<file path="src/hdl/sfp_pkg.sv">
package sfp_pkg;

   // ****************************************************************
   // Data memory addresses
   // ****************************************************************
   localparam logic [7:0] ADDR_FLAG      = 8'h0A;
   localparam logic [7:0] ADDR_PORT_DATA = 8'h10;
   localparam logic [7:0] ADDR_PORT_DIR  = 8'h11;
   localparam logic [7:0] ADDR_PULLUP    = 8'h12;
   localparam logic [7:0] ADDR_WAKE      = 8'h13;
   localparam logic [7:0] ADDR_BUZZER    = 8'h1A;

   // ****************************************************************
   // Field positions
   // ****************************************************************
   localparam int FLAG_C  = 0;
   localparam int FLAG_AC = 1;
   localparam int FLAG_Z  = 2;
   localparam int FLAG_OV = 3;
   localparam int FLAG_PD = 4;
   localparam int FLAG_TO = 5;
   localparam int BZ_LO   = 2;
   localparam int BZ_HI   = 3;

   localparam logic [7:0] FLAG_ARITH_MASK = 8'h0F;
   localparam logic [7:0] BUZZER_MASK     = 8'h0C;

   // ****************************************************************
   // Reset values
   // ****************************************************************
   localparam logic [1:0] RST_SYSFLAGS  = 2'h0;
   localparam logic [3:0] RST_ARITH     = 4'h0;
   localparam logic [7:0] RST_PORT_DIR  = 8'hFF;
   localparam logic [7:0] RST_PORT_DATA = 8'hFF;
   localparam logic [7:0] RST_PULLUP    = 8'h00;
   localparam logic [7:0] RST_WAKE      = 8'h00;
   localparam logic [1:0] RST_BUZZER    = 2'h0;

   // ****************************************************************
   // Buzzer enable codes
   // ****************************************************************
   localparam logic [1:0] BZ_OFF      = 2'h0;
   localparam logic [1:0] BZ_RESERVED = 2'h1;
   localparam logic [1:0] BZ_TRUE     = 2'h2;
   localparam logic [1:0] BZ_BOTH     = 2'h3;

   typedef enum logic [1:0] {
      SFP_OP_WRITE,
      SFP_OP_SET,
      SFP_OP_CLR
   } sfp_op_t;

endpackage : sfp_pkg

</file>
<file path="src/hdl/sfp_regs.sv">
`timescale 1ns/1ns
module sfp_regs
   import sfp_pkg::*;
(
   input  wire logic       clk_sys,
   input  wire logic       rst_n,
   input  wire logic [7:0] mem_addr,
   input  wire logic       mem_wr,
   input  wire sfp_op_t    mem_op,
   input  wire logic [2:0] mem_bit,
   input  wire logic [7:0] mem_wdata,
   output logic [7:0]      mem_rdata,
   input  wire logic       alu_flag_we,
   input  wire logic [3:0] alu_flag_mask,
   input  wire logic [3:0] alu_flags,
   input  wire logic       wdt_timeout,
   input  wire logic       clear_watchdog_instr_exec,
   input  wire logic       halt_exec,
   input  wire logic       sleeping,
   output logic            wake_req,
   input  wire logic [7:0] pin_in,
   output logic [7:0]      pin_out,
   output logic [7:0]      pin_oe,
   output logic [7:0]      pullup_en,
   input  wire logic       bz_wave,
   output logic [1:0]      bz_pin_sel
);

   // ****************************************************************
   // Storage
   // ****************************************************************
   // Arithmetic flags are reset here only so simulation has no X; software
   // must not rely on their power-up value.
   logic [3:0] arith;
   logic       to_flag;
   logic       pd_flag;
   logic [7:0] port_data;
   logic [7:0] port_dir;
   logic [7:0] pullup_sel;
   logic [7:0] wake_sel;
   logic [1:0] bz_en;
   logic [3:0] next_arith;
   logic       next_to;
   logic       next_pd;
   logic [7:0] next_port_data;
   logic [7:0] next_port_dir;
   logic [7:0] next_pullup_sel;
   logic [7:0] next_wake_sel;
   logic [1:0] next_bz_en;
   logic [7:0] pin_sync;
   logic [7:0] fall_seen;
   logic       bz_true_on;
   logic       bz_comp_on;

   // Applies a byte write or a single-bit set or clear to a register value.
   function automatic logic [7:0] apply_op(input logic [7:0] cur, input logic hit);
      logic [7:0] res;
      res = cur;
      if (hit && mem_wr) begin
         unique case (mem_op)
            SFP_OP_WRITE: res = mem_wdata;
            SFP_OP_SET:   res[mem_bit] = 1'b1;
            SFP_OP_CLR:   res[mem_bit] = 1'b0;
            default:      res = cur;
         endcase
      end
      return res;
   endfunction : apply_op

   // ****************************************************************
   // Next-state logic
   // ****************************************************************
   always_comb begin
      logic [7:0] flag_w;
      logic [7:0] bz_w;
      flag_w = apply_op({2'h0, to_flag, pd_flag, arith}, mem_addr == ADDR_FLAG);
      bz_w   = apply_op({4'h0, bz_en, 2'h0}, mem_addr == ADDR_BUZZER);
      // Only the low four bits take software data.
      next_arith = flag_w[3:0] & FLAG_ARITH_MASK[3:0];
      // ALU update wins over a software write in the same cycle.
      for (int i = 0; i < 4; i++) begin
         if (alu_flag_we && alu_flag_mask[i]) begin
            next_arith[i] = alu_flags[i];
         end
      end
      // Flags are never touched by interrupt entry or calls.
      next_to = to_flag;
      next_pd = pd_flag;
      if (clear_watchdog_instr_exec) begin
         next_to = 1'b0;
         next_pd = 1'b0;
      end else if (halt_exec) begin
         next_to = 1'b0;
         next_pd = 1'b1;
      end
      // A time-out in the same cycle as a clear is not lost.
      if (wdt_timeout) begin
         next_to = 1'b1;
      end
      next_port_data  = apply_op(port_data, mem_addr == ADDR_PORT_DATA);
      next_port_dir   = apply_op(port_dir, mem_addr == ADDR_PORT_DIR);
      next_pullup_sel = apply_op(pullup_sel, mem_addr == ADDR_PULLUP);
      next_wake_sel   = apply_op(wake_sel, mem_addr == ADDR_WAKE);
      next_bz_en      = bz_w[BZ_HI:BZ_LO];
   end

   always_ff @(posedge clk_sys) begin
      if (!rst_n) begin
         arith      <= RST_ARITH;
         to_flag    <= RST_SYSFLAGS[1];
         pd_flag    <= RST_SYSFLAGS[0];
         port_data  <= RST_PORT_DATA;
         port_dir   <= RST_PORT_DIR;
         pullup_sel <= RST_PULLUP;
         wake_sel   <= RST_WAKE;
         bz_en      <= RST_BUZZER;
      end else begin
         arith      <= next_arith;
         to_flag    <= next_to;
         pd_flag    <= next_pd;
         port_data  <= next_port_data;
         port_dir   <= next_port_dir;
         pullup_sel <= next_pullup_sel;
         wake_sel   <= next_wake_sel;
         bz_en      <= next_bz_en;
      end
   end

   // ****************************************************************
   // Buzzer decode
   // ****************************************************************
   always_comb begin
      unique case (bz_en)
         BZ_TRUE: begin
            bz_true_on = 1'b1;
            bz_comp_on = 1'b0;
         end
         BZ_BOTH: begin
            bz_true_on = 1'b1;
            bz_comp_on = 1'b1;
         end
         default: begin
            bz_true_on = 1'b0;
            bz_comp_on = 1'b0;
         end
      endcase
   end

   assign bz_pin_sel = {bz_comp_on, bz_true_on};

   // ****************************************************************
   // Port pins
   // ****************************************************************
   // Buzzer true output shares pin 0, complementary output pin 1.
   for (genvar g = 0; g < 8; g++) begin : g_pin
      logic sel;
      logic wave;
      assign sel  = (g == 0) ? bz_true_on : ((g == 1) ? bz_comp_on : 1'b0);
      assign wave = (g == 1) ? !bz_wave : bz_wave;
      sfp_port_bit u_bit (
         .clk_sys    (clk_sys),
         .rst_n      (rst_n),
         .pin_in     (pin_in[g]),
         .dir_in     (port_dir[g]),
         .data       (port_data[g]),
         .pullup_sel (pullup_sel[g]),
         .wake_sel   (wake_sel[g]),
         .bz_sel     (sel),
         .bz_wave    (wave),
         .pin_out    (pin_out[g]),
         .pin_oe     (pin_oe[g]),
         .pullup_en  (pullup_en[g]),
         .pin_sync   (pin_sync[g]),
         .fall_seen  (fall_seen[g])
      );
   end

   assign wake_req = sleeping && (|fall_seen);

   // ****************************************************************
   // Read path
   // ****************************************************************
   // Input pins read the synchronised pin level, outputs read the latch.
   always_comb begin
      unique case (mem_addr)
         ADDR_FLAG:      mem_rdata = {2'h0, to_flag, pd_flag, arith};
         ADDR_PORT_DATA: mem_rdata = (port_dir & pin_sync) | (~port_dir & port_data);
         ADDR_PORT_DIR:  mem_rdata = port_dir;
         ADDR_PULLUP:    mem_rdata = pullup_sel;
         ADDR_WAKE:      mem_rdata = wake_sel;
         ADDR_BUZZER:    mem_rdata = {4'h0, bz_en, 2'h0} & BUZZER_MASK;
         default:        mem_rdata = 8'h00;
      endcase
   end
endmodule : sfp_regs

</file>
<file path="src/hdl/sfp_port_bit.sv">
`timescale 1ns/1ns
// One port A pin: pin drive, pull-up, buzzer muxing and falling-edge wake detection.
module sfp_port_bit
   import sfp_pkg::*;
(
   input  wire logic clk_sys,
   input  wire logic rst_n,
   input  wire logic pin_in,
   input  wire logic dir_in,
   input  wire logic data,
   input  wire logic pullup_sel,
   input  wire logic wake_sel,
   input  wire logic bz_sel,
   input  wire logic bz_wave,
   output logic      pin_out,
   output logic      pin_oe,
   output logic      pullup_en,
   output logic      pin_sync,
   output logic      fall_seen
);

   logic meta;
   logic sync;
   logic prev;
   logic next_meta;
   logic next_sync;
   logic next_prev;

   always_comb begin
      next_meta = pin_in;
      next_sync = meta;
      next_prev = sync;
   end

   always_ff @(posedge clk_sys) begin
      if (!rst_n) begin
         meta <= 1'b1;
         sync <= 1'b1;
         prev <= 1'b1;
      end else begin
         meta <= next_meta;
         sync <= next_sync;
         prev <= next_prev;
      end
   end

   // Buzzer only replaces the data source; direction still gates the pin.
   assign pin_out   = bz_sel ? bz_wave : data;
   assign pin_oe    = !dir_in;
   assign pullup_en = pullup_sel && dir_in;
   assign pin_sync  = sync;
   assign fall_seen = wake_sel && prev && !sync;

endmodule : sfp_port_bit

</file>
<file path="config.mk">
export PLATFORM = sky130hd
export DESIGN_NAME = sfp_regs
export DESIGN_NICKNAME = d
export VERILOG_FILES = /design/src/hdl/sfp_pkg.sv /design/src/hdl/sfp_regs.sv /design/src/hdl/sfp_port_bit.sv
export SDC_FILE = /design/constraint.sdc
export NUM_CORES = 1
export LEC_CHECK = 0
export ABC_AREA = 0
export BUFFER_PORTS_ARGS = -buffer_cell sky130_fd_sc_hd__clkbuf_2
export CAP_MARGIN = 30
export CORE_MARGIN = 5
export CORE_UTILIZATION = 46
export CTS_CLUSTER_SIZE = 16
export DETAILED_ROUTE_END_ITERATION = 7
export GPL_TIMING_DRIVEN = 0
export PLACE_DENSITY_LB_ADDON = 0.15
export SYNTH_ARGS = -nofsm -noshare
export SYNTH_HDL_FRONTEND = slang
export SYNTH_HIERARCHICAL = 1
export SYNTH_SLANG_ARGS = --single-unit
</file>
<file path="constraint.sdc">
create_clock -name clk_sys -period 3.8 [get_ports clk_sys]
set_input_delay 0.38 -clock clk_sys [delete_from_list [all_inputs] [get_ports clk_sys]]
set_output_delay 0.38 -clock clk_sys [all_outputs]
set_load 0.01 [all_outputs]
</file>
* After elaboration in Yosys (flattened, before gate mapping)
Index checks and enable logic that the tools add are counted.
** Word-level totals
- Bits in registers :: 64
- Input bits :: 46
- Output and inout port bits :: 35
- Logic and storage cells :: 162
** Operators by class
- Magnitude comparators :: 2
- Equal/unequal tests :: 10
- Muxes and demuxes :: 21
- Bitwise logic cells :: 18
- Reductions and logical operators :: 76
** Operators by type and width (count)
- $pmux W8 S3 :: 4
- $and A8 B8 Y8 :: 6
- $pmux W8 S6 :: 1
- $eq A8 B5 Y1 const B :: 5
- $or A8 B8 Y8 :: 5
- $logic_and A1 B1 Y1 :: 36
- $pmux W4 S3 :: 2
- $reduce_and A2 Y1 :: 9
- $logic_not A1 Y1 :: 17
- $not A8 Y8 :: 2
- $reduce_bool A4 Y1 :: 4
- $mux W1 :: 12
- $and A4 B4 Y4 :: 2
- $eq A8 B4 Y1 const B :: 1
- $or A4 B4 Y4 :: 2
- $reduce_bool A2 Y1 :: 4
- $reduce_or A8 Y1 :: 1
- $eq A2 B2 Y1 const B :: 3
- $reduce_bool A3 Y1 :: 2
- $lt A3 B4 Y1 const B :: 1
- $mux W4 :: 1
- $reduce_or A2 Y1 :: 2
- $demux W1 S3 :: 1
- $ge A3 B1 Y1 const B :: 1
- other kinds (3) :: 3

* Logic depth before layout (Yosys ltp)
- Word-level depth :: 9
- Gate-level depth with buffers :: 7

* Modules after synthesis
The synthesis kept the hierarchy.
** Modules (own cells, without submodules)
- sfp_regs :: instances 1, cells each 307, area an instance 2474.9 um^2, sequential area each 800.8 um^2
- sfp_port_bit :: instances 8, cells each 10, area an instance 112.6 um^2, sequential area each 60.1 um^2

* Worst setup path after synthesis
OpenSTA, ideal clock, no wires.
- Kind :: input to output
- Start point :: input port mem_addr[0]
- End point :: output port mem_rdata[0]
- Data arrival time :: 1392 ps
- Data required time :: 3420 ps
- Path slack :: 2028 ps
- Stages :: 5
- Buffers on the path :: 1
- Path through :: clkbuf_1 or3b_2 a21oi_1 a21oi_1 o2bb2ai_1
** On the way
- Longest elaborated chain between the ends :: 2
** Ends and longest elaborated chain
- from (decl) :: line sfp_regs.sv:7 : input wire logic [7:0] mem_addr,
- $eq A8 B5 Y1 / $eq A8 B4 Y1 (equally long branches) :: line sfp_regs.sv:185 : unique case (mem_addr)
- $pmux W8 S6 * :: line sfp_regs.sv:185
- to (decl) :: line sfp_regs.sv:12 : output logic [7:0] mem_rdata,
Mark *: on every way between the ends. The rest lies on a longest branch, timed or not.

* Final worst setup path
- Start point :: input port mem_addr[1]
- End point :: output port mem_rdata[2]
Same word-level chain as after synthesis.

==> key figures <==
Outcome
  • Status: completed

Final layout
  • Area Growth Syn to Fin: 22.1%
  • Share of layout cells above drive strength 1: 26.5%
  • Area of the multi-input gates: roughly 1900 µm²
  • Sequential Area: 1280 µm²
  • Layout Nets: around 530
  • Post-Route Utilization: between 50 and 60%
  • # fillers: 717
  • ANT cells: 0

Placed design
  • GPL Wtd Cong: 0.867
  • Number of I/O port buffers: 79
  • Hpwl dp: 7330 µm

Drt
  • DRC: 0
  • Detailed-route vias per instance: 5.51
  • Initial drt markers: 172
  • Overall routed net length: between 9000 and 10,000 µm
  • Initial DRT Pass Iterations: 4
  • Vias: 3,226
  • Drt wl/cell: 16.6 µm
  • Final ANT Viol Nets: 0

Die
  • Die area: 9150 µm²
  • Starting Density: a little under half
  • Die Width: 95.7 µm
  • FP Rows: 31
  • Placeable Area: slightly above 7000 µm²
  • Vert. Die Dim: 95.7 µm
  • # IOs: 81

Synth
  • Post-synth EDFFs: 0
  • Post-Synthesis Cells: 387
  • Cell with the most instances after synthesis: dfxtp_1
  • Netlist Area Pre-Place: 3380 µm²
  • Seq/Total Area, Yosys: 38.0%
  • Post-synth ARST share: 0%
  • Top-area cell type share of the netlist area: between 30% and 40%
  • Fraction of the mapped netlist area in simple logic gates: between 20% and 30%
  • Synth Area in XOR/XNOR: 0%
  • Top cells by area, synth: dfxtp_1, nand2b_1, o21ai_0
  • Post-synth top flop: dfxtp_1
  • Combinational family with the most area after synthesis: simple AND/OR/NAND/NOR gates
  • Post-synthesis cell type count: 54
  • Synth Area in Adders: roughly 1.5%
  • Avg Cell Area, Syn: 8.72 µm²
  • Commonest cells in the netlist: dfxtp_1, o21ai_0, a21oi_1
  • Yosys reg bits: 64
  • Mux contribution to synthesized area: 7.89%
  • Syn. warnings: 6
  • Synth Area in Compound Gates: 23.1%
  • Post-synth top area cell: dfxtp_1

Hold path
  • HP Class: in -> reg

Power and ir drop
  • Comb power frac: 12.2%
  • Clk pwr share: 41.2%
  • Switch share: between 20% and 30%
  • Sw Pwr: 372 µW
  • Pwr/cell area: 359 nW/µm²
  • Internal: 1.11 mW
  • Reg power frac: between 40% and 50%
  • Leak: 1.95 nW
  • VDD IR max: between 0.15 and 0.2 mV

Timing
  • Slew headroom: 60.4%
  • Clock skew: 0.00287 ns
  • Fmax: 430 MHz
  • Final worst-path cycle share: 61.3%
  • Final Max Slew Viols: 0
  • Final hold vios: 0
  • Finish-stage setup viols: 0
  • RSZ-0062 raised after global routing: false
  • Fin Setup TNS: 0 ns
  • Hold slack: 0.213 ns
  • Minimum clock period: 2.33 ns
  • Least-Margin Pin Slew: approximately 0.59 ns

Setup path
  • CP Data Arrival Time: 1.95 ns
  • Worst Setup End Kind: primary output
  • CP Launch Type: primary input
  • Critical path peak fanout: 10
  • Crit path kind: in -> out
  • Worst Path Required: 3.42 ns

GRT
  • Initial antenna violation count: 0
  • First-pass GRT wire length: around 15,000 µm
  • Vias in the first global route: 3,146
  • GRT Total Usage: a little over a fifth
  • Largest net degree at the start of global routing: 26
  • Gr ovfl total: 0

Clocking
  • CTS Buffer Depth: 2
  • Post-CTS setup buffer count: 0
  • Reg clk slew, reported paths: 0.07 ns
  • CTS Sinks: 64
  • Total CTS buffers: 9
  • CTS tree: yes
  • Clock latency on the worst-skew pair: roughly 0.34 ns
  • Hold-fix buffers at CTS: 0
  • Post-CTS Resized: 0
  • Htree depth: 3
  • CTS root buffer: clkbuf_8

Run
  • Max-cap violation count: 0
## through the flow
stage	cell area, µm²	total power, mW	std cells	setup slack, ns
after detailed placement	3910	0.883	570	1.48
after floorplan	3390	0.810	392	2.03
after global placement	3910	0.881	570	1.48
final	4120	1.48	585	1.47
after CTS	4120	1.49	585	1.48
after global routing	4120	1.54	585	1.34
## kinds of logic (layout without fill, tap and decap cells)
family                   count (synthesis)  in the layout
adder cells (fa/ha/maj)                  4              4
AND/OR/NAND/NOR                        130            130
AO/OA/AOI/OAI                          125            125
buffers and inverters                   41            135
multiplexers                            22             22
other                                    1              6
flip-flops                              64             64
## placed cells by master (no fill, tap or decap), types with 4 or more instances in the layout
master      n
nor3b_1     4
o2bb2ai_1   4
and2_1      9
o221ai_1    8
nand2b_1   31
inv_1      18
buf_2       9
clkbuf_1   11
clkbuf_2   79
dfxtp_1    64
and3b_1    10
nor2_1     26
a21oi_1    34
ha_1        4
o21ai_0    36
nand2_1     7
nor2b_1     9
or3b_2      5
mux2_2      5
clkbuf_8   12
conb_1      6
nor3_1     10
o31ai_1     5
mux2i_1     9
o211ai_1   13
a21o_1      6
mux2_4      8
## final cells by class
| type | instances | share of cell area, % |
|---|---|---|
| multi-input cells | 287 | 46.8 |
| flip-flops and latches | 64 | 31.1 |
| repair buffers | 79 | 9.60 |
| clock buffers | 13 | 4.10 |
| well taps | 99 | 3.01 |
| plain buffers | 23 | 2.82 |
| inverters | 18 | 1.64 |
| clock inverters | 2 | 0.911 |
## per-layer routing
| layer | global-route usage [%] | share of wire (%) | vias to the layer above |
|---|---|---|---|
| met5 | 0 | 0 | - |
| met4 | 8.53 | 2.2 | 0 |
| met3 | 6.39 | 7.9 | 26 |
| met2 | 36.2 | 47 | 122 |
| met1 | 26.9 | 43 | 1497 |
| li1 | - | - | 1581 |
## worst paths after layout
| path | startpoint | endpoint | slack, ns | depth (start not counted) |
|---|---|---|---|---|
| hold / removal | pin_in[5] | g_pin[5].u_bit/meta$_SDFF_PN1_ | 0.21 | 2 |
| hold reg to reg | g_pin[2].u_bit/meta$_SDFF_PN1_ | g_pin[2].u_bit/pin_sync$_SDFF_PN1_ | 0.41 | 1 |
| setup reg to reg | arith[2]$_SDFFE_PN0P_ | arith[2]$_SDFFE_PN0P_ | 2.98 | 3 |
| setup / recovery | mem_addr[1] | mem_rdata[2] | 1.47 | 7 |
## power by group through the flow
stage               registers, mW  clock network, mW  logic [mW]
floorplan                   0.703                  0       0.107
global placement            0.705                  0       0.176
detailed placement          0.706                  0       0.178
CTS                         0.690              0.619       0.179
global route                0.691              0.648       0.197
finish                      0.690              0.610       0.180
## critical path, stage by stage
cell      delay, ns
clkbuf_2       0.12
clkbuf_1       0.41
clkbuf_1       0.45
a21oi_1        0.08
a21oi_1        0.23
o22ai_1        0.14
clkbuf_2       0.15
## state kept, by name, summed over array words and instances, names as in the netlist
name,cells
g_pin.u_bit/meta,8
g_pin.u_bit/pin_sync,8
g_pin.u_bit/prev,8
port_data,8
port_dir,8
pullup_sel,8
wake_sel,8
arith,4
bz_en,2
pd_flag,1
to_flag,1
(Power assumes the default switching activity.)
